`config.mk`:
```
export PLATFORM = sky130hd
export DESIGN_NAME = csp_ctrl
export DESIGN_NICKNAME = d
export VERILOG_FILES = /design/src/csp_pkg.sv /design/src/csp_sync.sv /design/src/csp_timer.sv /design/src/csp_ctrl.sv
export SDC_FILE = /design/constraint.sdc
export NUM_CORES = 1
export LEC_CHECK = 0
export BUFFER_PORTS_ARGS = -buffer_cell sky130_fd_sc_hd__buf_4
export CAP_MARGIN = 25
export CORE_ASPECT_RATIO = 1.5
export CORE_MARGIN = 1.5
export CORE_UTILIZATION = 42
export DETAILED_ROUTE_END_ITERATION = 16
export PLACE_DENSITY = 0.57
export SYNTH_ARGS = -nofsm -noshare
export SYNTH_HDL_FRONTEND = slang
export SYNTH_SLANG_ARGS = --single-unit
```
`constraint.sdc`:
```
create_clock -name clk -period 5.2 [get_ports clk]
set_input_delay 0 -clock clk [delete_from_list [all_inputs] [get_ports clk]]
set_output_delay 0 -clock clk [all_outputs]
set_load 0.1 [all_outputs]
```
`src/csp_pkg.sv`:
```
// Constants, types and timing for the charger protection and limit logic.
// Assumes a single 200 MHz clock and comparator levels arriving from analog blocks.
// Overview of operation
// - Flag set while supply-hold loop limits current.
// - Three-bit hold voltage select, 80 mV steps.
// - Ramp current until limit or hold, then hold.
// - Cell above short level loads ceiling default.
// - Other register write locks ceilings until short.
// - Over-ceiling writes store and read the ceiling.
// - Current ceiling uses charge current encoding.
// - Voltage ceiling caps code at 100011 plus n.
// - Foldback temperature reduces current to lowest code.
// - Overheat suspends charging, code 101, pulses pin.
// - Thermal suspend halts validation and retry timer, resumes below foldback.
// - Sleep mode blocks reverse current via switch.
// - Undervoltage stops charging, status 11, code 011.
// - After undervoltage wait retry delay, then restart.
// - Overvoltage opens input switch, code 001, pulse.
// - Overvoltage clears at hysteresis, then revalidate input.
// - Faults give 128 us low pulse, then release.
// - Input must stay valid 30 ms before charging.
package csp_pkg;

  localparam int CLK_PERIOD_NS = 5;
  localparam longint STAT_PULSE_NS = 128000;
  localparam longint VALID_TIME_MS = 30;
  localparam longint RETRY_TIME_MS = 2000;
  localparam longint RAMP_STEP_NS = 5000;
  localparam logic [31:0] STAT_PULSE_CYCLES = 32'(STAT_PULSE_NS / CLK_PERIOD_NS);
  localparam logic [31:0] VALID_CYCLES = 32'((VALID_TIME_MS * 1000000 + CLK_PERIOD_NS - 1) / CLK_PERIOD_NS);
  localparam logic [31:0] RETRY_CYCLES = 32'((RETRY_TIME_MS * 1000000 + CLK_PERIOD_NS - 1) / CLK_PERIOD_NS);
  localparam logic [11:0] RAMP_CYCLES = 12'(RAMP_STEP_NS / CLK_PERIOD_NS);

  localparam logic [2:0] IDX_VOLTAGE = 3'h2;
  localparam logic [2:0] IDX_CURRENT = 3'h4;
  localparam logic [2:0] IDX_SOURCE = 3'h5;
  localparam logic [2:0] IDX_SAFETY = 3'h6;

  localparam int VOLT_MSB = 7;
  localparam int VOLT_LSB = 2;
  localparam int CUR_MSB = 6;
  localparam int CUR_LSB = 4;
  localparam int HOLD_FLAG_BIT = 4;
  localparam int HOLD_SEL_MSB = 2;
  localparam int ICEIL_MSB = 6;
  localparam int ICEIL_LSB = 4;
  localparam int VCEIL_MSB = 3;
  localparam int SAFETY_RSVD_BIT = 7;

  localparam logic [7:0] VOLTAGE_RESET = 8'h00;
  localparam logic [7:0] CURRENT_RESET = 8'h00;
  localparam logic [7:0] SOURCE_RESET = 8'h00;
  localparam logic [7:0] SAFETY_RESET = 8'h40;
  localparam logic [5:0] VCEIL_BASE = 6'h23;
  localparam logic [2:0] FOLDBACK_CODE = 3'h0;

  localparam logic [2:0] ERR_NONE = 3'h0;
  localparam logic [2:0] ERR_OVP = 3'h1;
  localparam logic [2:0] ERR_SLEEP = 3'h2;
  localparam logic [2:0] ERR_POOR_INPUT = 3'h3;
  localparam logic [2:0] ERR_THERMAL = 3'h5;
  localparam logic [1:0] STAT_READY = 2'h0;
  localparam logic [1:0] STAT_CHARGING = 2'h1;
  localparam logic [1:0] STAT_FAULT = 2'h3;

  typedef struct packed {
    logic vbusAboveFloor;
    logic vbusAboveOvp;
    logic vbusBelowOvpHyst;
    logic vbusBelowSleep;
    logic cellAboveShort;
    logic tempFoldback;
    logic tempShutdown;
    logic holdLoopActive;
    logic inputLimitReached;
  } csp_sense_s;

  localparam int SENSE_W = $bits(csp_sense_s);

  typedef enum logic [4:0] {
    ST_VALIDATE = 5'b00001,
    ST_CHARGE = 5'b00010,
    ST_RETRY = 5'b00100,
    ST_OVP = 5'b01000,
    ST_THERMAL = 5'b10000
  } csp_state_e;

endpackage : csp_pkg

```
`src/csp_sync.sv`:
```
// Three-stage synchroniser with agreement filter for the comparator levels.
// Assumes inputs are asynchronous levels; a change is taken once stages two and three agree.
`timescale 1ns/100ps
`default_nettype none
module csp_sync
  import csp_pkg::*;
#(
  parameter int W = SENSE_W
)
(
  input wire logic clk,
  input wire logic reset_n,
  input wire logic [W-1:0] asyncIn,
  output logic [W-1:0] syncOut
);

  logic [W-1:0] stage1Reg;
  logic [W-1:0] stage2Reg;
  logic [W-1:0] stage3Reg;
  logic [W-1:0] syncNext;

  always_comb
  begin
    syncNext = syncOut;
    for (int i = 0; i < W; i++)
    begin
      if (stage2Reg[i] == stage3Reg[i])
      begin
        syncNext[i] = stage3Reg[i];
      end
    end
  end

  always_ff @(posedge clk or negedge reset_n)
  begin
    if (!reset_n)
    begin
      stage1Reg <= '0;
      stage2Reg <= '0;
      stage3Reg <= '0;
      syncOut <= '0;
    end
    else
    begin
      stage1Reg <= asyncIn;
      stage2Reg <= stage1Reg;
      stage3Reg <= stage2Reg;
      syncOut <= syncNext;
    end
  end

endmodule : csp_sync
`default_nettype wire

```
`src/csp_timer.sv`:
```
// One-shot cycle counter with restart and a hold input.
// Assumes limit is at least one; done is a one-cycle pulse, busy a registered level.
`timescale 1ns/100ps
`default_nettype none
module csp_timer
  import csp_pkg::*;
(
  input wire logic clk,
  input wire logic reset_n,
  input wire logic start,
  input wire logic run,
  input wire logic [31:0] limit,
  output logic busy,
  output logic done
);

  logic [31:0] countReg;
  logic [31:0] countNext;
  logic busyNext;
  logic doneNext;

  always_comb
  begin
    countNext = countReg;
    busyNext = busy;
    doneNext = 1'b0;
    if (start)
    begin
      countNext = '0;
      busyNext = 1'b1;
    end
    else if (busy && run)
    begin
      if (countReg == limit - 32'h1)
      begin
        busyNext = 1'b0;
        doneNext = 1'b1;
      end
      countNext = countReg + 32'h1;
    end
  end

  always_ff @(posedge clk or negedge reset_n)
  begin
    if (!reset_n)
    begin
      countReg <= '0;
      busy <= 1'b0;
      done <= 1'b0;
    end
    else
    begin
      countReg <= countNext;
      busy <= busyNext;
      done <= doneNext;
    end
  end

endmodule : csp_timer
`default_nettype wire

```
`src/csp_ctrl.sv`:
```
// Protection and limit control of a single-cell charger: ceiling registers, input and thermal faults.
// Assumes an external serial slave turns host transfers into single-cycle register strobes on this port.
`timescale 1ns/100ps
`default_nettype none
module csp_ctrl
  import csp_pkg::*;
#(
  parameter logic [31:0] STAT_PULSE_LEN = STAT_PULSE_CYCLES,
  parameter logic [31:0] VALID_LEN = VALID_CYCLES,
  parameter logic [31:0] RETRY_LEN = RETRY_CYCLES
)
(
  input wire logic clk,
  input wire logic reset_n,
  input wire logic regWrite,
  input wire logic regRead,
  input wire logic [2:0] regAddr,
  input wire logic [7:0] regWdata,
  output logic [7:0] regRdata,
  input wire csp_sense_s senseIn,
  output logic chargeEnable,
  output logic inputSwitchOn,
  output logic reverseBlockOn,
  output logic currentFoldback,
  output logic [2:0] appliedCurrentCode,
  output logic [5:0] appliedVoltageCode,
  output logic [2:0] holdVoltageSel,
  output logic supplyHoldFlag,
  output logic [2:0] errorCode,
  output logic [1:0] statusBits,
  output logic statPinOut,
  output logic statPinOe
);

  function automatic logic [5:0] clampCode(input logic [5:0] code, input logic [5:0] ceiling);
    clampCode = (code > ceiling) ? ceiling : code;
  endfunction : clampCode

  csp_sense_s sense;
  logic [SENSE_W-1:0] senseSync;
  logic phaseStart;
  logic phaseRun;
  logic phaseDone;
  logic pulseStart;
  logic pulseBusy, pulseDone;
  csp_state_e stateReg, stateNext;

  csp_sync #(.W(SENSE_W)) u_sync (
    .clk(clk),
    .reset_n(reset_n),
    .asyncIn(senseIn),
    .syncOut(senseSync)
  );

  assign sense = csp_sense_s'(senseSync);

  // One timer serves input validation and the retry wait, which never overlap.
  csp_timer u_phase (
    .clk(clk),
    .reset_n(reset_n),
    .start(phaseStart),
    .run(phaseRun),
    .limit(stateReg == ST_RETRY ? RETRY_LEN : VALID_LEN),
    .busy(),
    .done(phaseDone)
  );

  csp_timer u_pulse (
    .clk(clk),
    .reset_n(reset_n),
    .start(pulseStart),
    .run(1'b1),
    .limit(STAT_PULSE_LEN),
    .busy(pulseBusy),
    .done(pulseDone)
  );

  logic [7:0] voltageReg, voltageNext;
  logic [7:0] currentReg, currentNext;
  logic [7:0] sourceReg, sourceNext;
  logic [7:0] safetyReg, safetyNext;
  logic lockReg, lockNext;
  logic shortAboveReg;
  logic [7:0] rdataNext;
  logic [5:0] voltCeiling;
  logic [5:0] curCeiling;

  always_comb
  begin
    voltCeiling = VCEIL_BASE + {2'h0, safetyReg[VCEIL_MSB:0]};
    curCeiling = {3'h0, safetyReg[ICEIL_MSB:ICEIL_LSB]};
    voltageNext = voltageReg;
    currentNext = currentReg;
    sourceNext = sourceReg;
    safetyNext = safetyReg;
    lockNext = lockReg;
    rdataNext = regRdata;
    if (!sense.cellAboveShort)
    begin
      lockNext = 1'b0;
    end
    else if (!shortAboveReg)
    begin
      safetyNext = SAFETY_RESET;
      lockNext = 1'b0;
    end
    else if (regWrite)
    begin
      if (regAddr != IDX_SAFETY)
      begin
        lockNext = 1'b1;
      end
      else if (!lockReg)
      begin
        safetyNext = regWdata;
        safetyNext[SAFETY_RSVD_BIT] = 1'b0;
      end
    end
    if (regWrite)
    begin
      unique case (regAddr)
        IDX_VOLTAGE:
        begin
          voltageNext = regWdata;
          voltageNext[VOLT_MSB:VOLT_LSB] = clampCode(regWdata[VOLT_MSB:VOLT_LSB], voltCeiling);
        end
        IDX_CURRENT:
        begin
          currentNext = regWdata;
          currentNext[CUR_MSB:CUR_LSB] = 3'(clampCode({3'h0, regWdata[CUR_MSB:CUR_LSB]}, curCeiling));
        end
        IDX_SOURCE:
        begin
          sourceNext = regWdata;
          sourceNext[HOLD_FLAG_BIT] = 1'b0;
        end
        default:
        begin
        end
      endcase
    end
    if (regRead)
    begin
      unique case (regAddr)
        IDX_VOLTAGE: rdataNext = voltageReg;
        IDX_CURRENT: rdataNext = currentReg;
        IDX_SOURCE:
        begin
          rdataNext = sourceReg;
          rdataNext[HOLD_FLAG_BIT] = supplyHoldFlag;
        end
        IDX_SAFETY: rdataNext = safetyReg;
        default: rdataNext = 8'h00;
      endcase
    end
  end

  always_ff @(posedge clk or negedge reset_n)
  begin
    if (!reset_n)
    begin
      voltageReg <= VOLTAGE_RESET;
      currentReg <= CURRENT_RESET;
      sourceReg <= SOURCE_RESET;
      safetyReg <= SAFETY_RESET;
      lockReg <= 1'b0;
      shortAboveReg <= 1'b0;
      regRdata <= 8'h00;
    end
    else
    begin
      voltageReg <= voltageNext;
      currentReg <= currentNext;
      sourceReg <= sourceNext;
      safetyReg <= safetyNext;
      lockReg <= lockNext;
      shortAboveReg <= sense.cellAboveShort;
      regRdata <= rdataNext;
    end
  end

  logic [11:0] rampDivReg, rampDivNext;
  logic [2:0] rampReg, rampNext;
  logic sleeping;
  logic inputValid;
  logic [2:0] targetCode;

  always_comb
  begin
    sleeping = sense.vbusBelowSleep && sense.vbusAboveFloor;
    inputValid = sense.vbusAboveFloor && !sense.vbusAboveOvp;
    targetCode = currentReg[CUR_MSB:CUR_LSB];
    stateNext = stateReg;
    unique case (stateReg)
      ST_VALIDATE:
      begin
        if (sense.vbusAboveOvp)
          stateNext = ST_OVP;
        else if (phaseDone && inputValid)
          stateNext = ST_CHARGE;
      end
      ST_CHARGE:
      begin
        if (sense.vbusAboveOvp)
          stateNext = ST_OVP;
        else if (!sense.vbusAboveFloor)
          stateNext = ST_RETRY;
        else if (sense.tempShutdown)
          stateNext = ST_THERMAL;
      end
      ST_RETRY:
      begin
        if (sense.vbusAboveOvp)
          stateNext = ST_OVP;
        else if (phaseDone && sense.vbusAboveFloor)
          stateNext = ST_VALIDATE;
      end
      ST_OVP:
      begin
        if (sense.vbusBelowOvpHyst && !sense.vbusAboveOvp)
          stateNext = ST_VALIDATE;
      end
      ST_THERMAL:
      begin
        if (sense.vbusAboveOvp)
          stateNext = ST_OVP;
        else if (!sense.tempFoldback && !sense.tempShutdown)
          stateNext = ST_CHARGE;
      end
    endcase
    // Validation restarts whenever the input leaves its window; retry re-arms if input stays low.
    phaseStart = (stateNext != stateReg) ||
                 (stateReg == ST_VALIDATE && !inputValid) ||
                 (stateReg == ST_RETRY && phaseDone);
    phaseRun = (stateReg != ST_THERMAL);
    pulseStart = (stateNext != stateReg) &&
                 (stateNext == ST_OVP || stateNext == ST_RETRY || stateNext == ST_THERMAL);
    rampDivNext = (rampDivReg == RAMP_CYCLES - 12'h1) ? 12'h0 : rampDivReg + 12'h1;
    rampNext = rampReg;
    if (stateNext != ST_CHARGE || stateReg != ST_CHARGE)
      rampNext = 3'h0;
    else if (rampReg > targetCode)
      rampNext = targetCode;
    else if (rampDivReg == 12'h0 && !sleeping && rampReg < targetCode &&
             !sense.inputLimitReached && !sense.holdLoopActive)
      rampNext = rampReg + 3'h1;
  end

  always_ff @(posedge clk or negedge reset_n)
  begin
    if (!reset_n)
    begin
      stateReg <= ST_VALIDATE;
      rampDivReg <= 12'h0;
      rampReg <= 3'h0;
      chargeEnable <= 1'b0;
      inputSwitchOn <= 1'b0;
      reverseBlockOn <= 1'b1;
      currentFoldback <= 1'b0;
      appliedCurrentCode <= 3'h0;
      appliedVoltageCode <= 6'h00;
      holdVoltageSel <= 3'h0;
      supplyHoldFlag <= 1'b0;
      errorCode <= ERR_NONE;
      statusBits <= STAT_READY;
      statPinOut <= 1'b0;
      statPinOe <= 1'b0;
    end
    else
    begin
      stateReg <= stateNext;
      rampDivReg <= rampDivNext;
      rampReg <= rampNext;
      chargeEnable <= (stateNext == ST_CHARGE) && !sleeping;
      inputSwitchOn <= (stateNext != ST_OVP);
      reverseBlockOn <= (stateNext != ST_CHARGE) || sleeping;
      currentFoldback <= sense.tempFoldback;
      appliedCurrentCode <= sense.tempFoldback ? FOLDBACK_CODE : rampNext;
      appliedVoltageCode <= voltageReg[VOLT_MSB:VOLT_LSB];
      holdVoltageSel <= sourceReg[HOLD_SEL_MSB:0];
      supplyHoldFlag <= sense.holdLoopActive;
      unique case (stateNext)
        ST_OVP: errorCode <= ERR_OVP;
        ST_RETRY: errorCode <= ERR_POOR_INPUT;
        ST_THERMAL: errorCode <= ERR_THERMAL;
        default: errorCode <= (stateNext == ST_CHARGE && sleeping) ? ERR_SLEEP : ERR_NONE;
      endcase
      if (stateNext == ST_OVP || stateNext == ST_RETRY || stateNext == ST_THERMAL)
        statusBits <= STAT_FAULT;
      else
        statusBits <= (stateNext == ST_CHARGE) ? STAT_CHARGING : STAT_READY;
      statPinOut <= 1'b0;
      statPinOe <= pulseStart || (pulseBusy && !pulseDone);
    end
  end

  chk_hold_flag_set: assert property (@(posedge clk) disable iff (!reset_n)
    sense.holdLoopActive |=> supplyHoldFlag) else $error("hold flag not set");
  chk_hold_flag_clear: assert property (@(posedge clk) disable iff (!reset_n)
    !sense.holdLoopActive |=> !supplyHoldFlag) else $error("hold flag not cleared");
  chk_voltage_clamp: assert property (@(posedge clk) disable iff (!reset_n)
    regWrite && regAddr == IDX_VOLTAGE && regWdata[VOLT_MSB:VOLT_LSB] > voltCeiling
    |=> voltageReg[VOLT_MSB:VOLT_LSB] == $past(voltCeiling)) else $error("voltage not clamped");
  chk_current_clamp: assert property (@(posedge clk) disable iff (!reset_n)
    regWrite && regAddr == IDX_CURRENT
    |=> currentReg[CUR_MSB:CUR_LSB] <= $past(safetyReg[ICEIL_MSB:ICEIL_LSB])) else $error("current over ceiling");
  chk_safety_locked: assert property (@(posedge clk) disable iff (!reset_n)
    lockReg && sense.cellAboveShort && shortAboveReg
    |=> $stable(safetyReg)) else $error("locked ceiling changed");
  chk_ovp_outputs: assert property (@(posedge clk) disable iff (!reset_n)
    stateReg == ST_OVP |-> !inputSwitchOn && !chargeEnable && errorCode == 3'h1 && statusBits == 2'h3)
    else $error("overvoltage outputs wrong");
  chk_uv_outputs: assert property (@(posedge clk) disable iff (!reset_n)
    $rose(stateReg == ST_RETRY) |-> errorCode == 3'h3 && statusBits == 2'h3 && statPinOe && !chargeEnable)
    else $error("undervoltage outputs wrong");
  chk_thermal_hold: assert property (@(posedge clk) disable iff (!reset_n)
    stateReg == ST_THERMAL |-> !chargeEnable && errorCode == 3'h5 && !phaseRun)
    else $error("thermal suspend wrong");
  chk_stat_pulse: assert property (@(posedge clk) disable iff (!reset_n)
    $rose(statPinOe) |-> statPinOe[*8] ##0 !statPinOut) else $error("fault pulse too short");
  chk_foldback_code: assert property (@(posedge clk) disable iff (!reset_n)
    sense.tempFoldback |=> currentFoldback && appliedCurrentCode == 3'h0) else $error("foldback missing");
  chk_sleep_block: assert property (@(posedge clk) disable iff (!reset_n)
    stateReg == ST_CHARGE && sleeping |=> reverseBlockOn || stateReg != ST_CHARGE) else $error("sleep not blocking");
  chk_valid_before: assert property (@(posedge clk) disable iff (!reset_n)
    $rose(stateReg == ST_CHARGE) && $past(stateReg == ST_VALIDATE) |-> $past(phaseDone))
    else $error("charge without validation");

  cov_charge_start: cover property (@(posedge clk) disable iff (!reset_n) $rose(stateReg == ST_CHARGE));
  cov_ovp_cycle: cover property (@(posedge clk) disable iff (!reset_n)
    stateReg == ST_OVP ##1 stateReg == ST_VALIDATE);
  cov_retry_entry: cover property (@(posedge clk) disable iff (!reset_n) $rose(stateReg == ST_RETRY));
  cov_ceiling_load: cover property (@(posedge clk) disable iff (!reset_n)
    regWrite && regAddr == IDX_SAFETY && !lockReg);

endmodule : csp_ctrl
`default_nettype wire

```
==> tab_implementation.tex <==
\begin{tabular}{lr}
\hline
Metric & Value \\
\hline
\multicolumn{2}{l}{\textbf{Floorplan}} \\
IO Pins & 56 \\
Number of rows created at floorplan & 65 \\
Core ar. & 0.02098 mm\^{}2 \\
Die width & 122.1 um \\
Area enclosed by the die boundary & 0.02217 mm\^{}2 \\
Vertical die dimension & 181.6 um \\
Starting density of the core & 0.4257 \\
\multicolumn{2}{l}{\textbf{Setup path}} \\
Largest incremental delay on the critical path & 0.71 ns \\
Worst Setup Start Kind & register \\
Slowest cell on the critical path & sky130\_fd\_sc\_hd\_\_dfrtp\_1 \\
Kind of critical path & reg2reg \\
Cells along the critical path & nor3b\_2 > nand2\_1 > nand2\_1 > mux2\_2 > o31a\_2 > inv\_2 > a21boi\_0 \\
Register-to-register setup slack & 1.95 ns \\
Biggest fanout along the worst timing path & 34 \\
R2R cell count & 7 \\
Most frequent cell on the critical path & sky130\_fd\_sc\_hd\_\_nand2\_1 \\
Arrival @ worst endpoint & 3.51 ns \\
Crit end category & register \\
CP Data Required Time & 5.46 ns \\
\multicolumn{2}{l}{\textbf{Finish}} \\
Synthesis-to-finish area growth & 14.50\% \\
Footprint of the flip-flops and latches & 0.004683 mm\^{}2 \\
Layout cells sized above 1 & 0.2054 \\
Filler Cells Inserted & 1,945 \\
Final std cells w/o fill & 1,154 \\
Post-layout nets & 914 \\
Area of combinational cells with multiple inputs & 0.003872 mm\^{}2 \\
Number of antenna repair diodes & 0 \\
Final instance area & 0.01023 mm\^{}2 \\
\multicolumn{2}{l}{\textbf{Timing}} \\
Slew at the pin closest to its max-slew limit & 0.8508 ns \\
Worst clock skew & 0.01101 ns \\
Post-route minimum period & 3.247 ns \\
Final clock period utilization by the worst path & 0.6245 \\
Maximum clock frequency & 307.9 MHz \\
Unrepaired setup endpoints after global routing & no \\
Max-slew violations & 0 \\
Setup Total Neg Slack & 0 ns \\
Setup WS post-layout & 1.953 ns \\
Hold slack final & 0.1036 ns \\
Count of final hold-check violations & 0 \\
Worst relative slew slack & 0.4319 \\
Final setup viols & 0 \\
\multicolumn{2}{l}{\textbf{Logic synthesis}} \\
Post-Syn Nets & 849 \\
Post-synthesis cell type with the largest combined area & sky130\_fd\_sc\_hd\_\_dfrtp\_1 \\
Mean instance size in the synthesized netlist & 11.05 um\^{}2 \\
Number of synthesized register bits & 187 \\
Most numerous cell in the Yosys netlist & sky130\_fd\_sc\_hd\_\_dfrtp\_1 \\
Sequential-to-total area share from yosys stat & 0.5243 \\
Count of unique library cells instantiated by Yosys & 68 \\
Share of synthesized registers carrying an async set or reset & 1.000 \\
Biggest area contributors in the synthesized netlist & sky130\_fd\_sc\_hd\_\_dfrtp\_1 (52\%), sky130\_fd\_sc\_hd\_\_xor2\_1 (4.8\%), sky130\_fd\_sc\_hd\_\_a21oi\_2 (3.1\%) \\
Count of flip-flops with a built-in enable after synthesis & 0 \\
Post-Synthesis Cell Area & 0.008932 mm\^{}2 \\
Flip-flop cell with the highest count after synthesis & sky130\_fd\_sc\_hd\_\_dfrtp\_1 \\
Leading cell types by count after synthesis & sky130\_fd\_sc\_hd\_\_dfrtp\_1 (184), sky130\_fd\_sc\_hd\_\_nand2\_1 (58), sky130\_fd\_sc\_hd\_\_nor2\_1 (54) \\
Number of standard cells after synthesis & 808 \\
Area share of the largest cell type after synthesis & 0.5155 \\
Synthesis Warnings & 0 \\
\multicolumn{2}{l}{\textbf{Placement}} \\
Inst Count DP & 1,100 \\
Detailed-placement wirelength estimate & 13.30 mm \\
Count of buffers from port buffering & 54 \\
Post-Place Cell Area & 0.009460 mm\^{}2 \\
Final RePlAce weighted congestion & 0.8264 \\
Setup Slack @ Placement & 1.990 ns \\
\multicolumn{2}{l}{\textbf{Clocking}} \\
Number of sinks driven by the clock tree & 187 \\
Register clock-pin slew on the reported worst setup and hold paths & 0.07 ns \\
CTS Buf Count & 17 \\
Buffers inserted during post-CTS setup optimization & 0 \\
Maximum buffer depth of the clock tree & 2 \\
Maximum level of the CTS H-tree & 4 \\
Clock latency reported for the late side of the worst-skew pair & 0.44 ns \\
Clock tree from TritonCTS & yes \\
Root buffer selected by CTS & sky130\_fd\_sc\_hd\_\_clkbuf\_16 \\
\multicolumn{2}{l}{\textbf{Drt}} \\
Detailed Route Iter0 Violations & 359 \\
Count of antenna-violating nets left after detailed routing & 0 \\
Routed wire length per instance & 16.35 um \\
First-pass detailed-route iteration total & 7 \\
Final wirelength & 18.87 mm \\
Final routed DRC violation total & 0 \\
Number of vias per cell & 5.354 \\
Via count & 6,179 \\
\multicolumn{2}{l}{\textbf{Power and ir drop}} \\
Power density of the placed cells & 365.6 mW/mm\^{}2 \\
Maximum ir drop on the vdd rail & 0.2230 mV \\
Leakage power & 4.335 nW \\
\multicolumn{2}{l}{\textbf{Flow run}} \\
Count of max-cap constraint violations & 0 \\
\multicolumn{2}{l}{\textbf{Min path}} \\
Hold WC Path Type & in2reg \\
Depth of the worst hold-timing path & 3 \\
\multicolumn{2}{l}{\textbf{Global route}} \\
GRT Overall Usage & 0.1818 \\
Global-route wire length before repair & 31.44 mm \\
Maximum number of pins on one net before global-route repair & 78 \\
Vias in the first global route & 6,400 \\
GR Overflow Total & 0 \\
Antenna violations before repair & 0 \\
\multicolumn{2}{l}{\textbf{Status}} \\
Outcome & completed \\
\hline
\end{tabular}
[cell families (layout without fill, tap and decap cells)]
kind of cell | after synthesis | in the layout | synth area share
xor gates and xnor gates | 73 | 73 | 0.07158
AOI/OAI and AO/OA | 135 | 135 | 0.1111
muxes | 42 | 42 | 0.05029
DFF | 187 | 187 | 0.5243
other | 1 | 1 | 0.0004198
and+or+nand+nor | 276 | 276 | 0.1663
adders and majority gates | 26 | 26 | 0.03390
buffers and inverters | 68 | 146 | 0.04216
[final timing paths]
kind	end	startpoint
worst min-delay path	currentReg[2]	regAddr[0]
worst max-delay path	u_pulse.countReg[9]	stateReg[4]
worst max register to register	u_pulse.countReg[9]	stateReg[4]
min in group asynchronous	u_sync.syncOut[4]	reset_n
worst min register to register	u_sync.stage2Reg[3]	u_sync.stage1Reg[3]
max in group asynchronous	u_phase.countReg[4]	reset_n
[layout by cell type, fill, tap and decap left out, types with 19 or more instances in the layout]
| master | netlist | routed |
|---|---|---|
| sky130_fd_sc_hd__dfrtp_1 | 184 | 184 |
| sky130_fd_sc_hd__nand2_1 | 58 | 58 |
| sky130_fd_sc_hd__buf_4 | 7 | 57 |
| sky130_fd_sc_hd__nor2_1 | 54 | 54 |
| sky130_fd_sc_hd__xor2_1 | 49 | 49 |
| sky130_fd_sc_hd__inv_1 | 33 | 33 |
| sky130_fd_sc_hd__a21oi_1 | 33 | 33 |
| sky130_fd_sc_hd__a21oi_2 | 32 | 32 |
| sky130_fd_sc_hd__nor2_2 | 28 | 28 |
| sky130_fd_sc_hd__nand4_1 | 26 | 26 |
| sky130_fd_sc_hd__xnor2_1 | 24 | 24 |
| sky130_fd_sc_hd__nand3_1 | 23 | 23 |
| sky130_fd_sc_hd__mux2_2 | 23 | 23 |
| sky130_fd_sc_hd__o21ai_0 | 22 | 22 |
| sky130_fd_sc_hd__dlygate4sd3_1 | 0 | 22 |
| sky130_fd_sc_hd__mux2i_1 | 19 | 19 |
[cell type report]
cell class | instances | area share
sequential | 187 | 0.4579
multi-input combinational | 553 | 0.3786
timing repair buffer | 80 | 0.06472
clock buffer | 28 | 0.04661
tap | 268 | 0.03279
inverter | 34 | 0.01248
clock inverter | 4 | 0.006851
[report_power, final]
group | internal (mW) | switching [mW]
Clock | 0.720 | 0.520
Combinational | 0.225 | 0.600
Sequential | 1.57 | 0.0996
Total | 2.52 | 1.22
[sequential cells by signal, indices dropped and copies added, names as in the netlist, 2 cells and up]
name,flops
currentReg,8
holdVoltageSel,3
u_sync.syncOut,9
u_pulse.countReg,32
stateReg,5
rampReg,3
voltageReg,8
errorCode,3
u_sync.stage2Reg,9
u_sync.stage3Reg,9
appliedVoltageCode,6
rampDivReg,12
safetyReg,7
u_sync.stage1Reg,9
sourceReg,7
statusBits,2
appliedCurrentCode,3
regRdata,8
u_phase.countReg,32
[per-stage QoR]
stage / total power, mW / utilization
after floorplan: 2.358 / -
after global placement: 2.501 / 0.4509
after detailed placement: 2.523 / 0.4509
after CTS: 3.789 / 0.4874
after global routing: 3.920 / 0.4874
final: 3.739 / 0.4874
[layer usage]
metal	track usage	vias up	wire, um	part of all wire
met3	0.02858	35	468	0.025
met5	0	-	0	0
met1	0.2034	3093	7537	0.40
met2	0.3324	111	10320	0.55
met4	0.08465	0	534	0.028
li1	-	2940	-	-
[critical path: cells and delay by family, from the launching register on]
family,cells,cell delay [ns]
AOI/OAI and AO/OA,2,0.57
muxes,1,0.38
DFF,1,0.71
buffers and inverters,1,0.63
and+or+nand+nor,3,0.77
[timing repair]
| item | in CTS | in global routing |
|---|---|---|
| hold buffers | 22 | 0 |
| gates resized for setup | 0 | 0 |
| endpoints found under the hold margin | 119 | 0 |
Power figures use the tool's default switching activity.
